--- config.mk ---
export PLATFORM = sky130hd
export DESIGN_NAME = dmc_device_flat
export DESIGN_NICKNAME = d
export VERILOG_FILES = /design/src/design/dmc_pkg.sv /design/src/design/dmc_if.sv /design/src/design/dmc_device.sv /design/src/flat_wrapper.sv
export SDC_FILE = /design/constraint.sdc
export NUM_CORES = 1
export LEC_CHECK = 0
export BUFFER_PORTS_ARGS = -buffer_cell sky130_fd_sc_hd__buf_2
export CORE_ASPECT_RATIO = 0.8
export CORE_MARGIN = 1.5
export CORE_UTILIZATION = 45
export DETAILED_ROUTE_END_ITERATION = 12
export PLACE_DENSITY_LB_ADDON = 0.2
export REMOVE_ABC_BUFFERS = 1
export SLEW_MARGIN = 20
export SYNTH_ARGS = -nofsm -noshare
export SYNTH_HDL_FRONTEND = slang
export SYNTH_SLANG_ARGS = --single-unit
--- constraint.sdc ---
create_clock -name i_clock -period 6.6 [get_ports i_clock]
set_input_delay 0.99 -clock i_clock [delete_from_list [all_inputs] [get_ports i_clock]]
set_output_delay 0.99 -clock i_clock [all_outputs]
set_load 0.005 [all_outputs]
--- src/design/dmc_pkg.sv ---
// Overview of operation
// keep moving at least hysteresis past edge
// halt stops axis, target reached at zero
// halt release resumes clearing, target cleared
// power-up handshake answered with status codes
// controller selects clearing with mode minus two
// clearing start reports active, then reached
// bit 4 held, drop interrupts clearing
// mode bits accepted only when operation enabled; the device also takes bit 6 and the profile field in any state
// mode changed only under switched-on word; the controller also takes it under the disable word
// mode minus three selects gear slave
// gear bit starts follow, zero stops ramped
// correction bit starts master/slave correction
// gear halt stops, release restarts gear
// phasing bit starts or aborts phasing
// phasing profile equals field plus one
package dmc_pkg;
  localparam logic [15:0] CW_DISABLE   = 16'h0000;
  localparam logic [15:0] CW_SHUTDOWN  = 16'h0006;
  localparam logic [15:0] CW_SWITCH_ON = 16'h0007;
  localparam logic [15:0] CW_ENABLE    = 16'h000f;
  localparam logic [15:0] CW_CLEAR     = 16'h001f;
  localparam logic [15:0] MODE_CLEAR   = 16'hfffe;
  localparam logic [15:0] MODE_GEAR    = 16'hfffd;
  localparam logic [15:0] SW_DISABLED  = 16'h0050;
  localparam logic [15:0] SW_READY     = 16'h0031;
  localparam logic [15:0] SW_SWITCHED  = 16'h0033;
  localparam logic [15:0] SW_ENABLED   = 16'h0037;
  localparam logic [15:0] SW_CLEARING  = 16'h02b7;
  localparam logic [15:0] SW_REACHED   = 16'h0637;
  localparam int BIT_START   = 4;
  localparam int BIT_CORR    = 5;
  localparam int BIT_DSYNC   = 6;
  localparam int BIT_HALT    = 8;
  localparam int BIT_PHASE   = 9;
  localparam int BIT_PROF_LO = 12;
  localparam int BIT_REACHED = 10;
  localparam logic [3:0] LOW_ENABLED = 4'hf;
  localparam logic [15:0] HYST_DEFAULT = 16'h0010;
  localparam logic [15:0] SPEED_MAX    = 16'h0008;
  localparam int APB_CTRL   = 0;
  localparam int APB_MODE   = 4;
  localparam int APB_STATUS = 8;
  localparam int APB_IRQ_ST = 12;
  localparam int APB_IRQ_MK = 16;
endpackage

--- src/design/dmc_if.sv ---
`timescale 1ns/1ps
interface dmc_if;
  logic [15:0] control_word;
  logic [15:0] mode_value_process_word;
  logic [15:0] status_word;
  logic [15:0] mode_display;
  modport device (input control_word, input mode_value_process_word, output status_word, output mode_display);
  modport plc    (output control_word, output mode_value_process_word, input status_word, input mode_display);
endinterface

--- src/design/dmc_device.sv ---
`timescale 1ns/1ps
module dmc_device
  import dmc_pkg::*;
(
  input  wire logic        i_clock,
  input  wire logic        i_rst,
  dmc_if.device            bus,
  input  wire logic        i_limit_active,
  input  wire logic [15:0] i_hysteresis,
  output logic             o_drive_enable,
  output logic signed [15:0] o_speed,
  output logic             o_correction_run,
  output logic             o_phasing_run,
  output logic [2:0]       o_phasing_profile,
  output logic             o_direct_sync_disable_bit
);
  typedef enum logic [2:0] {ST_DISABLED, ST_READY, ST_SWITCHED, ST_ENABLED} dmc_pwr_t;
  typedef struct packed {
    dmc_pwr_t    pwr;
    logic [15:0] status;
    logic [15:0] mode;
    logic signed [15:0] speed;
    logic [15:0] hyst_left;
    logic        past_edge;
    logic        clearing;
    logic        corr;
    logic        phase;
    logic [2:0]  prof;
    logic        dsync;
    logic        drive_en;
  } dmc_dev_t;
  dmc_dev_t st, nx;
  logic [15:0] cw;
  logic        enabled_cmd;
  logic        halt, start;

  function automatic logic signed [15:0] ramp(input logic signed [15:0] v, input logic go);
    if (go && v < $signed(SPEED_MAX)) return v + 16'sd1;
    if (!go && v > 16'sd0) return v - 16'sd1;
    return v;
  endfunction

  always_comb begin
    nx = st;
    cw = bus.control_word;
    enabled_cmd = (cw[3:0] == LOW_ENABLED);
    halt  = cw[BIT_HALT];
    start = cw[BIT_START];
    unique case (st.pwr)
      ST_DISABLED: if (cw == CW_SHUTDOWN) nx.pwr = ST_READY;
      ST_READY:    if (cw == CW_SWITCH_ON) nx.pwr = ST_SWITCHED;
                   else if (cw != CW_SHUTDOWN) nx.pwr = ST_DISABLED;
      ST_SWITCHED: if (cw[3:0] == LOW_ENABLED) nx.pwr = ST_ENABLED;
                   else if (cw != CW_SWITCH_ON) nx.pwr = ST_DISABLED;
      ST_ENABLED:  if (!enabled_cmd) nx.pwr = (cw == CW_SWITCH_ON) ? ST_SWITCHED : ST_DISABLED;
    endcase
    // enable kept as a flop so the output never glitches on decode
    nx.drive_en = (nx.pwr == ST_ENABLED);
    // mode latched only outside operation, a running mode never flips
    if (st.pwr != ST_ENABLED) nx.mode = bus.mode_value_process_word;
    nx.corr = 1'b0;
    nx.phase = 1'b0;
    nx.prof = {1'b0, cw[BIT_PROF_LO+1 -: 2]} + 3'd1;
    nx.dsync = cw[BIT_DSYNC];
    nx.speed = ramp(st.speed, 1'b0);
    nx.status = SW_DISABLED;
    unique case (st.pwr)
      ST_DISABLED: nx.status = SW_DISABLED;
      ST_READY:    nx.status = SW_READY;
      ST_SWITCHED: nx.status = SW_SWITCHED;
      ST_ENABLED:  nx.status = SW_ENABLED;
    endcase
    if (st.pwr != ST_ENABLED || !enabled_cmd) begin
      nx.clearing = 1'b0;
      nx.past_edge = 1'b0;
    end else if (st.mode == MODE_CLEAR) begin
      if (!start) begin
        nx.clearing = 1'b0;
        nx.past_edge = 1'b0;
      end else begin
        if (!st.clearing) begin
          nx.clearing = 1'b1;
          nx.hyst_left = i_hysteresis;
          nx.past_edge = 1'b0;
        end
        if (st.clearing && !i_limit_active && !st.past_edge) nx.past_edge = 1'b1;
        if (st.past_edge && st.hyst_left != 16'h0 && st.speed != 16'sd0)
          nx.hyst_left = st.hyst_left - 16'h1;
        nx.speed = ramp(st.speed, !halt && !(st.past_edge && st.hyst_left == 16'h0));
        if (halt)
          nx.status = (st.speed == 16'sd0) ? SW_REACHED : SW_CLEARING;
        else if (st.past_edge && st.hyst_left == 16'h0 && st.speed == 16'sd0)
          nx.status = SW_REACHED;
        else
          nx.status = SW_CLEARING;
      end
    end else if (st.mode == MODE_GEAR) begin
      nx.speed = ramp(st.speed, start && !halt);
      nx.corr  = cw[BIT_CORR];
      nx.phase = cw[BIT_PHASE];
      if (halt && st.speed == 16'sd0) nx.status = SW_ENABLED | 16'(1 << BIT_REACHED);
    end
  end

  always_ff @(posedge i_clock or posedge i_rst) begin
    if (i_rst) begin
      st <= '{pwr: ST_DISABLED, status: SW_DISABLED, mode: 16'h0, speed: 16'sd0, hyst_left: 16'h0,
              past_edge: 1'b0, clearing: 1'b0, corr: 1'b0, phase: 1'b0, prof: 3'd1, dsync: 1'b0,
              drive_en: 1'b0};
    end else begin
      st <= nx;
    end
  end

  assign bus.status_word = st.status;
  assign bus.mode_display = st.mode;
  assign o_drive_enable = st.drive_en;
  assign o_speed = st.speed;
  assign o_correction_run = st.corr;
  assign o_phasing_run = st.phase;
  assign o_phasing_profile = st.prof;
  assign o_direct_sync_disable_bit = st.dsync;
endmodule // dmc_device

--- src/flat_wrapper.sv ---
// flat-port wrapper written by rule: the top's interface ports become plain ports
module dmc_device_flat import dmc_pkg::*;
  (i_clock, i_rst, i_limit_active, i_hysteresis, o_drive_enable, o_speed, o_correction_run, o_phasing_run, o_phasing_profile, o_direct_sync_disable_bit, bus_control_word, bus_mode_value_process_word, bus_status_word, bus_mode_display);
  dmc_if bus_i ();
  input  wire logic i_clock;
  input  wire logic i_rst;
  input  wire logic i_limit_active;
  input  wire logic [15:0] i_hysteresis;
  output logic o_drive_enable;
  output logic signed [15:0] o_speed;
  output logic o_correction_run;
  output logic o_phasing_run;
  output logic [2:0] o_phasing_profile;
  output logic o_direct_sync_disable_bit;
  input wire logic [$bits(bus_i.control_word)-1:0] bus_control_word;
  input wire logic [$bits(bus_i.mode_value_process_word)-1:0] bus_mode_value_process_word;
  output wire logic [$bits(bus_i.status_word)-1:0] bus_status_word;
  output wire logic [$bits(bus_i.mode_display)-1:0] bus_mode_display;
  assign bus_i.control_word = bus_control_word;
  assign bus_i.mode_value_process_word = bus_mode_value_process_word;
  assign bus_status_word = bus_i.status_word;
  assign bus_mode_display = bus_i.mode_display;
  dmc_device u_core (.i_clock(i_clock), .i_rst(i_rst), .bus(bus_i), .i_limit_active(i_limit_active), .i_hysteresis(i_hysteresis), .o_drive_enable(o_drive_enable), .o_speed(o_speed), .o_correction_run(o_correction_run), .o_phasing_run(o_phasing_run), .o_phasing_profile(o_phasing_profile), .o_direct_sync_disable_bit(o_direct_sync_disable_bit));
endmodule
==> metrics, run 1 <==
hold buffer count at cts=0; Die Wd=126 µm; mux contribution to synthesized area=1.91%; drt first pass iters=12; vias in the first global route=4,733; crit share post-route=59.2%; GRT overflow=0; Worst Path Arrival=4.11 ns; Worst-Margin Slew=1.05 ns; CP max stage delay=0.99 ns; ANT cells=0; clk buf depth=2; final setup TNS=0 ns; cell taking the most area after synthesis=dfrtp_1; hold slack=0.515 ns; simple-gate share of the synthesized area=27.2%; worst hold path type=flop to flop; GRT Total Usage=25.1%; Yosys top cell area share=29.9%; clk slew on worst S/H paths=0.06 ns; Top FF cell, synth=dfrtp_1; DP HPWL=11,400 µm; crit-path cells=buf_2 -> nand4_1 -> nor2_1 -> nand3_1 -> o32ai_2 -> a2111oi_0 -> a21oi_1 -> a21oi_1; Post-Route WL=15,700 µm; Pwr Density=168 nW/µm²; Hold Violations, Final=0; max-slew violations=0; crit path time final=3.91 ns; Synth Area in Compound Gates=23.9%; via/cell ratio=6.16; Buffers on Ports=97; Reg2Reg Depth=7; Seq/Total Area, Yosys=30.9%; required time at the worst-slack endpoint=6.81 ns; Layout Skew=0.0117 ns; die height=101 µm; via count=5,227; cell mode on critical path=a21oi_1; antenna violations before repair=0; Ports=106; Worst Hold Depth=2; #FFs+latches synth=67; Post-Synth Adder-Cell Area=1.61%; Core Region=11,600 µm²; Die Area=12,800 µm²; initial core utilization=46.7%; Worst IR Drop VDD=0.118 mV; WL/cell=18.6 µm; Cells after Synth=666; root buf cell=clkbuf_16; RSZ-0062 raised after global routing=no; fmax=256 MHz; CTS buffer count=9; Final #Nets=753; Post-CTS Resized=0; final setup fails=0; largest family of logic cells by synthesized area=simple AND/OR/NAND/NOR gates; site row count=35; Synth warnings=0; syn avg cell area=8.17 µm²; ratio of cells with drive above 1 in the final layout=21.7%; EDFF count, synth=0; Max stage delay cell, worst path=o32ai_2; antenna-violating nets left=0; Post-Synth XOR/XNOR Area=2.42%; relative slew slack=29.5%; failing checks=DRC; pin count of the biggest net entering global routing=68; clock insertion delay at the later pin of the skew report=0.34 ns; asr flop ratio synth=100%; Area Overhead vs Synth=8.24%; Routability Congestion=0.918; Synth cell types=83; synth top area cells=dfrtp_1 (30%), buf_4 (7.7%), nand2_1 (5.7%); H-tree levels=3; critical path class=primary input to flop; filler instances=1,102; max-cap violations=0; Critical Path Fanout Max=15; run status=finished with violations; critical path capture point type=flop; element type at the critical path start=primary input; Leak=2.58 nW; clk sinks=67; number of setup buffers added after CTS=0; first-iteration detailed-routing DRC count=578; DRC=1; CTS tree=built; first-pass GRT wire length=25,300 µm; Post-Syn Area=5440 µm²
-- power by group --
group          total (W)  internal (W)  leakage (nW)  switching [W]
Combinational  0.0000668     0.0000270          1.59      0.0000398
Sequential      0.000426      0.000418         0.840     0.00000752
Clock           0.000497      0.000303         0.148       0.000194
Total           0.000989      0.000748          2.58       0.000242
-- worst max-delay path: cells and delay by family --
kind | cells | cell delay (ns)
AOI/OAI and AO/OA | 4 | 1.39
and+or+nand+nor | 3 | 1.59
buffers and inverters | 1 | 0.13
-- cell usage after synthesis, types with 5 or more instances --
library cell and number:
a211oi_1 5, a21oi_1 45, a22oi_1 8, a31oi_1 5, and2_1 8, and3_1 10
and4_1 6, buf_2 12, buf_4 56, clkbuf_1 13, dfrtp_1 65, ha_1 7
inv_1 18, mux2i_1 7, nand2_1 83, nand2b_1 5, nand3_1 25, nand4_1 10
nor2_1 48, nor2b_1 7, nor3_1 26, nor4_1 7, nor4_4 5, o211ai_1 7
o21a_1 8, o21ai_0 47, o221ai_1 7, o22ai_1 7, or3_1 6, xnor2_1 11
-- cell families (layout without fill, tap and decap cells) --
group / Yosys count / after routing
xor+xnor: 15 / 15
compound gates: 188 / 188
flops: 67 / 67
other cells: 2 / 8
simple gates: 270 / 270
buf+inv: 107 / 135
fa+ha+maj: 7 / 7
mux: 10 / 10
-- placed cells by master, fill, tap and decap left out, types with 4 or more instances in the layout --
cell | Yosys | layout
buf_2 | 12 | 97
nand2_1 | 83 | 83
dfrtp_1 | 65 | 65
nor2_1 | 48 | 48
o21ai_0 | 47 | 47
a21oi_1 | 45 | 45
nor3_1 | 26 | 26
nand3_1 | 25 | 25
inv_1 | 18 | 17
xnor2_1 | 11 | 11
nand4_1 | 10 | 10
and3_1 | 10 | 10
clkbuf_16 | 0 | 9
o21a_1 | 8 | 8
and2_1 | 8 | 8
a22oi_1 | 8 | 8
conb_1 | 2 | 8
o211ai_1 | 7 | 7
nor4_1 | 7 | 7
nor2b_1 | 7 | 7
mux2i_1 | 7 | 7
o22ai_1 | 7 | 7
o221ai_1 | 7 | 7
ha_1 | 7 | 7
or3_1 | 6 | 6
and4_1 | 6 | 6
a211oi_1 | 5 | 5
nand2b_1 | 5 | 5
a31oi_1 | 5 | 5
nor4_4 | 5 | 5
nor3b_1 | 4 | 4
a21o_1 | 4 | 4
xor2_1 | 4 | 4
or4_1 | 4 | 4
a221oi_1 | 4 | 4
-- metrics by stage --
stage	worst slack [ns]	instance area, µm²	power [W]	utilization, %	cells
after floorplan	3.21	4880	0.000463	-	584
after global placement	2.53	5580	0.000498	47.9	832
after detailed placement	2.38	5580	0.000500	47.9	832
after CTS	2.78	5890	0.000997	50.5	848
after global routing	2.38	5890	0.00102	50.5	848
final	2.69	5890	0.000989	50.5	848
-- routing by layer --
layer / routed length, µm / GRT usage (%)
met5: 0 / 0
met2: 6930 / 38.6
met3: 1500 / 6.76
met1: 7010 / 34.4
met4: 306 / 8.13
-- worst paths after layout --
path,start,to,slack [ns]
worst min-delay path,u_core.bus.mode_display[10],u_core.bus.mode_display[10],0.52
min in group asynchronous,i_rst,u_core.o_speed[12],0.92
worst min register to register,u_core.bus.mode_display[10],u_core.bus.mode_display[10],0.52
max in group asynchronous,i_rst,u_core.o_speed[0],5.09
worst max-delay path,bus_control_word[0],u_core.o_speed[3],2.69
worst max register to register,u_core.st[75],u_core.o_speed[3],2.82
-- final cells by class --
| cell class | instances | area (µm²) | area share [%] |
|---|---|---|---|
| clock buffers | 10 | 239 | 4.06 |
| clock inverters | 6 | 65.1 | 1.11 |
| inverters | 19 | 71.3 | 1.21 |
| multi-input cells | 498 | 3140 | 53.3 |
| flip-flops and latches | 67 | 1680 | 28.5 |
| well taps | 148 | 185 | 3.15 |
| repair buffers | 100 | 508 | 8.63 |
-- state kept, by name, summed over array words and instances (netlist names) --
register	flops
u_core.st	21
u_core.bus.mode_display	16
u_core.o_speed	16
u_core.bus.status_word	7
u_core.o_phasing_profile	3
u_core.o_correction_run	1
u_core.o_direct_sync_disable_bit	1
u_core.o_drive_enable	1
u_core.o_phasing_run	1
No activity file was read; power rests on OpenSTA's default activity.
==> run 2: changes to the inputs <==
--- a/config.mk
+++ b/config.mk
@@ -5,6 +5,7 @@
 export SDC_FILE = /design/constraint.sdc
 export NUM_CORES = 1
 export LEC_CHECK = 0
+export ABC_AREA = 1
 export BUFFER_PORTS_ARGS = -buffer_cell sky130_fd_sc_hd__buf_2
 export CORE_ASPECT_RATIO = 0.8
 export CORE_MARGIN = 1.5
==> constraint.sdc (replaced) <==
create_clock -name i_clock -period 3.3 [get_ports i_clock]
set_input_delay 0.495 -clock i_clock [delete_from_list [all_inputs] [get_ports i_clock]]
set_output_delay 0.495 -clock i_clock [all_outputs]
set_load 0.005 [all_outputs]
==> run 2 against run 1 <==
Against the previous run:
- the flow now finishes without violations
- non-clock buffer count grew 3
- global-route usage shrank 1.0 points
- worst setup slack lost 1.9 ns
- die area grew 0.94%
- register-to-register slack lost 2.0 ns
- synthesized cell count grew 23%
- clock skew shrank 0.0048 ns
- clock power grew 110%
- first-iteration DRC count shrank 20%
- via count is essentially flat
- sequential share of layout area shrank 0.55 points
==> metrics, run 2 <==
run status=finished clean (was finished with violations); number of setup buffers added after CTS=0 (unchanged); Post-Syn Area=5490 µm² (was 5440 µm²); first-iteration detailed-routing DRC count=462 (was 578); pin count of the biggest net entering global routing=68 (unchanged); Die Wd=127 µm (was 126 µm); Buffers on Ports=97 (unchanged); final setup TNS=0 ns (unchanged); filler instances=1,171 (was 1,102); RSZ-0062 raised after global routing=no (unchanged); Post-synth top cells=nand2_1 (250), nor2_1 (97), nand3_1 (78), inv_1 (74), dfrtp_1 (65) (was nand2_1 (83), dfrtp_1 (65), buf_4 (56), nor2_1 (48), o21ai_0 (47)); Layout Skew=0.00691 ns (was 0.0117 ns); Core Util, Final=51.3% (was 50.5%); site row count=35 (unchanged); Worst Path Arrival=2.70 ns (was 4.11 ns); via count=5,223 (was 5,227); DRC=0 (was 1); worst hold path type=primary input to flop (was flop to flop); fmax=404 MHz; clk sinks=67 (unchanged); #FFs+latches synth=67 (unchanged); first-pass GRT wire length=24,200 µm (was 25,300 µm); crit share post-route=75.0%; max-cap violations=0 (unchanged); Critical Path Fanout Max=19 (was 15); Final #Nets=923 (was 753); Top reg by flops=u_core.st (unchanged); cell taking the most area after synthesis=dfrtp_1 (unchanged); Seq/Total Area, Yosys=30.6% (was 30.9%); Comb power frac=37.2% (was 6.8%); Yosys top cell area share=29.6% (was 29.9%); clock power share=30.0% (was 50.2%); asr flop ratio synth=100% (unchanged); Post-Synth Adder-Cell Area=1.59% (was 1.61%); met1 Resource Use GR=36.2% (was 34.4%); most frequent cells in the layout=nand2_1 (250), nor2_1 (97), buf_2 (97) (was buf_2 (97), nand2_1 (83), dfrtp_1 (65)); Post-CTS Resized=0 (unchanged); DP HPWL=11,500 µm (was 11,400 µm); initial core utilization=47.0% (was 46.7%); GRT Total Usage=24.1% (was 25.1%); ratio of cells with drive above 1 in the final layout=19.5% (was 21.7%); Worst-Margin Slew=0.860 ns (was 1.05 ns); required time at the worst-slack endpoint=3.53 ns (was 6.81 ns); Area Overhead vs Synth=9.32% (was 8.24%); Synth warnings=0 (unchanged); syn avg cell area=6.70 µm² (was 8.17 µm²); area of the multi-input gates=2970 µm² (was 3140 µm²); critical path capture point type=flop (unchanged); CTS tree=built (unchanged); placed inst area=5680 µm² (was 5580 µm²); max-slew violations=0 (unchanged); Ports=106 (unchanged); Pwr Density=578 nW/µm² (was 168 nW/µm²); relative slew slack=42.7% (was 29.5%); Synth Area in Compound Gates=8.79% (was 23.9%); critical path class=flop to flop (was primary input to flop); Hold Violations, Final=0 (unchanged); Core Region=11,700 µm² (was 11,600 µm²); Die Area=12,900 µm² (was 12,800 µm²); Routability Congestion=0.960 (was 0.918); vias in the first global route=4,640 (was 4,733); Power Internal=0.00205 W (was 0.000748 W); Leak=3.21 nW (was 2.58 nW); clk slew on worst S/H paths=0.06 ns (about the same); Seq pwr share=32.8% (was 43.0%); mux contribution to synthesized area=0% (was 1.91%); hold buffer count at cts=0 (unchanged); commonest non-fill, non-tap cell in the layout=nand2_1 (was buf_2); EDFF count, synth=0 (unchanged); Synth cell types=46 (was 83); clock insertion delay at the later pin of the skew report=0.33 ns (was 0.34 ns); Top FF cell, synth=dfrtp_1 (unchanged); Post-Synth XOR/XNOR Area=3.51% (was 2.42%); simple-gate share of the synthesized area=39.7% (was 27.2%); antenna-violating nets left=0 (unchanged); clk buf depth=2 (unchanged); H-tree levels=3 (unchanged); Most Used Layer, Global Route=met1 (was met2); max reg flops=21 (unchanged); largest family of logic cells by synthesized area=simple AND/OR/NAND/NOR gates (unchanged); GRT overflow=0 (unchanged); switching pwr=0.00142 W (was 0.000242 W); routing usage on met3=5.18% (was 6.76%); antenna violations before repair=0 (unchanged); final setup fails=0 (unchanged); sw frac=41.0% (was 24.4%); register area=1680 µm² (unchanged); Worst IR Drop VDD=0.296 mV (was 0.118 mV); drt first pass iters=5 (was 12); via/cell ratio=5.13 (was 6.16); crit path time final=2.47 ns; root buf cell=clkbuf_16 (unchanged); ANT cells=0 (unchanged); CTS buffer count=9 (unchanged); Cells after Synth=820 (was 666); met2 usage=34.1% (was 38.6%); WL/cell=14.9 µm (was 18.6 µm); synth top area cells=dfrtp_1 (30%), nand2_1 (17%), buf_4 (7.8%) (was dfrtp_1 (30%), buf_4 (7.7%), nand2_1 (5.7%)); die height=102 µm (was 101 µm); Post-Route WL=15,200 µm (was 15,700 µm); most frequent cell after synthesis=nand2_1 (unchanged); final instance area=6000 µm² (was 5890 µm²); element type at the critical path start=flop (was primary input)
-- run 2: changes by cell type in the layout (fill, tap and decap cells not counted), sizes merged, moves of 8 or more --
cell / delta
nor2: +66
nor3: -24
xnor2: -10
o21ai: -13
o21a: -8
nor4: -12
a21oi: -19
inv: +64
and3: -10
xor2: +17
nand2: +180
nand3: +57
-- run 2: layer usage --
layer | vias to the layer above | routed length, µm
met1 | 2342 | 7420
met2 | 232 | 6200
met4 | 0 | 305
met5 | - | 0
li1 | 2627 | -
met3 | 22 | 1250
-- run 2: path summary, 6_finish.rpt --
path                                          start                                to  slack [ns]  depth (start not counted)
worst max-delay path              u_core.o_speed[0]                 u_core.o_speed[1]        0.83                         15
worst min-delay path            bus_control_word[6]  u_core.o_direct_sync_disable_bit        0.30                          1
worst max register to register    u_core.o_speed[0]                 u_core.o_speed[1]        0.83                         15
worst min register to register        u_core.st[75]         u_core.bus.status_word[1]        0.48                          1
max in group asynchronous                     i_rst                     u_core.st[17]        2.32                          3
min in group asynchronous                     i_rst                     u_core.st[74]        0.42                          3
-- run 2: cell families after synthesis --
| group | after synthesis |
|---|---|
| other cells | 2 |
| flops | 67 |
| compound gates | 83 |
| buf+inv | 156 |
| fa+ha+maj | 7 |
| xor+xnor | 22 |
| simple gates | 483 |
-- run 2: area by class of cell --
cell class | count | share of cell area, %
timing repair buffer | 103 | 8.84
sequential | 67 | 28.0
clock buffer | 9 | 3.75
tap | 148 | 3.08
inverter | 81 | 5.15
clock inverter | 7 | 1.67
multi-input combinational | 603 | 49.5
-- run 2: critical path, cell delays in order, from the launching register on --
cell and delay (ns):
dfrtp_1 0.39, inv_1 0.18, ha_1 0.23, nand2_1 0.08, nor2_2 0.15, nand2_4 0.10
nand2_4 0.17, inv_4 0.14, nand2_8 0.17, nand3_4 0.10, nand2_2 0.22, inv_2 0.16
nand2_2 0.12, nand2_1 0.06, inv_1 0.05, nor2_1 0.04
-- run 2: power by group through the flow --
| stage | clock network (W) | registers, W | logic, W |
|---|---|---|---|
| CTS | 0.00107 | 0.00113 | 0.00128 |
| global route | 0.00110 | 0.00116 | 0.00145 |
| floorplan | 0 | 0.00112 | 0.000826 |
| detailed placement | 0 | 0.00115 | 0.00127 |
| finish | 0.00104 | 0.00114 | 0.00129 |
| global placement | 0 | 0.00115 | 0.00129 |
-- run 2: metrics by stage --
step	setup WS [ns]	hold WS [ns]	power (W)	instances
floorplan	1.13	0.462	0.00194	751
global placement	0.804	0.475	0.00243	1002
detailed placement	0.836	0.475	0.00242	1002
CTS	0.860	0.291	0.00348	1018
global route	0.639	0.299	0.00371	1018
finish	0.825	0.303	0.00347	1018
==> run 3: changes to the inputs <==
==> constraint.sdc (replaced) <==
create_clock -name i_clock -period 2.35 [get_ports i_clock]
set_input_delay 0.3525 -clock i_clock [delete_from_list [all_inputs] [get_ports i_clock]]
set_output_delay 0.3525 -clock i_clock [all_outputs]
set_load 0.005 [all_outputs]
==> run 3 against run 2 <==
Against the previous run:
- design area rose by 2.5%
- critical path type unchanged
- routed wire length rose by 0.76%
- combinational power is 58% higher
- first-iteration DRC count is 0.87% higher
==> metrics, run 3 (synthesis results as in run 2) <==
run status=finished clean (unchanged); final instance area=6160 µm² (was 6000 µm²); ANT cells=0 (unchanged); crit-path cells=inv_1 -> ha_1 -> nand2_1 -> nor2_2 -> nand2_4 -> nand2_4 -> inv_4 -> nand2_8 -> nand3_4 -> nand2_2 -> inv_2 -> nand2_2 -> nand2_1 -> inv_1 -> nor2_1 (unchanged); Pwr Density=784 nW/µm² (was 578 nW/µm²); clk slew on worst S/H paths=0.06 ns (about the same); GRT Total Usage=24.7% (was 24.1%); H-tree levels=3 (unchanged); Hold Violations, Final=0 (unchanged); first-pass GRT wire length=25,000 µm (was 24,200 µm); clock power share=26.1% (was 30.0%); clk buf depth=2 (unchanged); DRC=0 (unchanged); pin count of the biggest net entering global routing=30 (was 68); Seq pwr share=31.7% (was 32.8%); DP HPWL=11,700 µm (was 11,500 µm); CTS buffer count=9 (unchanged); routing usage on met3=5.23% (was 5.18%); vias in the first global route=4,952 (was 4,640); Worst IR Drop VDD=0.375 mV (was 0.296 mV); switching pwr=0.00202 W (was 0.00142 W); CP max stage delay=0.39 ns (about the same); die height=102 µm (unchanged); critical path capture point type=flop (unchanged); WL/cell=14.7 µm (was 14.9 µm); fmax=463 MHz (was 404 MHz); crit share post-route=91.9% (was 75.0%); first-iteration detailed-routing DRC count=466 (was 462); clk sinks=67 (unchanged); Buffers on Ports=97 (unchanged); most frequent cells in the layout=nand2_1 (250), nor2_1 (97), buf_2 (97) (unchanged); max reg flops=21 (unchanged); Ports=106 (unchanged); root buf cell=clkbuf_16 (unchanged); Die Area=12,900 µm² (unchanged); relative slew slack=63.8% (was 42.7%); Bufs and invs on worst path=4 (unchanged); GRT overflow=0 (unchanged); Die Wd=127 µm (unchanged); clock insertion delay at the later pin of the skew report=0.34 ns (was 0.33 ns); required time at the worst-slack endpoint=2.58 ns (was 3.53 ns); met2 usage=37.9% (was 34.1%); Core Util, Final=52.6% (was 51.3%); Routability Congestion=0.936 (was 0.960); worst hold path type=primary input to async pin (was primary input to flop); Worst-Margin Slew=0.543 ns (was 0.860 ns); Critical Path Fanout Max=19 (unchanged); Final #Nets=948 (was 923); Post-Route WL=15,300 µm (was 15,200 µm); ratio of cells with drive above 1 in the final layout=21.6% (was 19.5%); Most Used Layer, Global Route=met2 (was met1); Layout Skew=0.00763 ns (was 0.00691 ns); element type at the critical path start=flop (unchanged); Leak=3.31 nW (was 3.21 nW); Worst Path Arrival=2.39 ns (was 2.70 ns); initial core utilization=47.0% (unchanged); antenna-violating nets left=0 (unchanged); Top reg by flops=u_core.st (unchanged); CP delay by family, top=simple AND/OR/NAND/NOR gates (unchanged); max-slew violations=0 (unchanged); drt first pass iters=5 (unchanged); crit path time final=2.16 ns (was 2.47 ns); CTS tree=built (unchanged); final setup TNS=0 ns (unchanged); Max stage delay cell, worst path=dfrtp_1 (unchanged); via/cell ratio=5.16 (was 5.13); placed inst area=5880 µm² (was 5680 µm²); final setup fails=0 (unchanged); commonest non-fill, non-tap cell in the layout=nand2_1 (unchanged); site row count=35 (unchanged); via count=5,378 (was 5,223); Core Region=11,700 µm² (unchanged); antenna violations before repair=0 (unchanged); hold buffer count at cts=0 (unchanged); Power Internal=0.00280 W (was 0.00205 W); critical path class=flop to flop (unchanged); met1 Resource Use GR=35.9% (was 36.2%); RSZ-0062 raised after global routing=no (unchanged); max-cap violations=0 (unchanged); Comb power frac=42.2% (was 37.2%); sw frac=41.9% (was 41.0%); Area Overhead vs Synth=12.1% (was 9.32%)
## run 3: cell count changes in the layout (fill, tap and decap cells not counted), sizes merged
cell,before,now
bufinv,2,0
clkbuf,9,12
inv,82,81
buf,103,128
clkinv,4,3
clkinvlp,0,1
## run 3: final cells by class
cell class	instances	area, µm²
Fill cell	1165	5540
Multi-Input combinational cell	603	2980
Sequential cell	67	1680
Timing Repair Buffer	128	731
Inverter	81	309
Clock buffer	12	246
Tap cell	148	185
Clock inverter	4	26.3
## run 3: worst paths after layout
kind,start,end,slack [ns],cells past startpoint
max,u_core.o_speed[0],u_core.o_speed[1],0.19,15
min,i_rst,u_core.bus.status_word[1],0.06,2
max reg2reg,u_core.o_speed[0],u_core.o_speed[1],0.19,15
min reg2reg,u_core.bus.mode_display[14],u_core.bus.mode_display[14],0.49,2
max in group asynchronous,i_rst,u_core.st[19],1.66,3
min in group i_clock,bus_control_word[6],u_core.o_direct_sync_disable_bit,0.15,1
## run 3: stage by stage
step	hold slack (ns)	cells	setup slack (ns)	power, W
global route	0.109	1043	0.0114	0.00516
global placement	0.435	1027	0.264	0.00355
detailed placement	0.438	1027	0.231	0.00353
floorplan	0.384	751	0.292	0.00273
finish	0.0585	1043	0.192	0.00482
CTS	0.0846	1043	0.215	0.00479
## run 3: power groups by stage
stage                     logic [W]  clock network [W]  registers, W
after floorplan             0.00116                  0       0.00157
after global placement      0.00201                  0       0.00154
after detailed placement    0.00199                  0       0.00154
after CTS                   0.00200            0.00127       0.00152
after global routing        0.00228            0.00133       0.00155
final                       0.00204            0.00126       0.00153
## run 3: repair_timing
item,CTS,global route
endpoints found under the setup margin,0,2
endpoints found under the hold margin,0,0
resized for setup,0,1
setup buffers,0,0
## run 3: metal layers
metal / vias up / share of wire (%)
li1: 2696 / -
met3: 25 / 8.1
met1: 2440 / 48
met4: 0 / 1.4
met5: - / 0
met2: 217 / 42
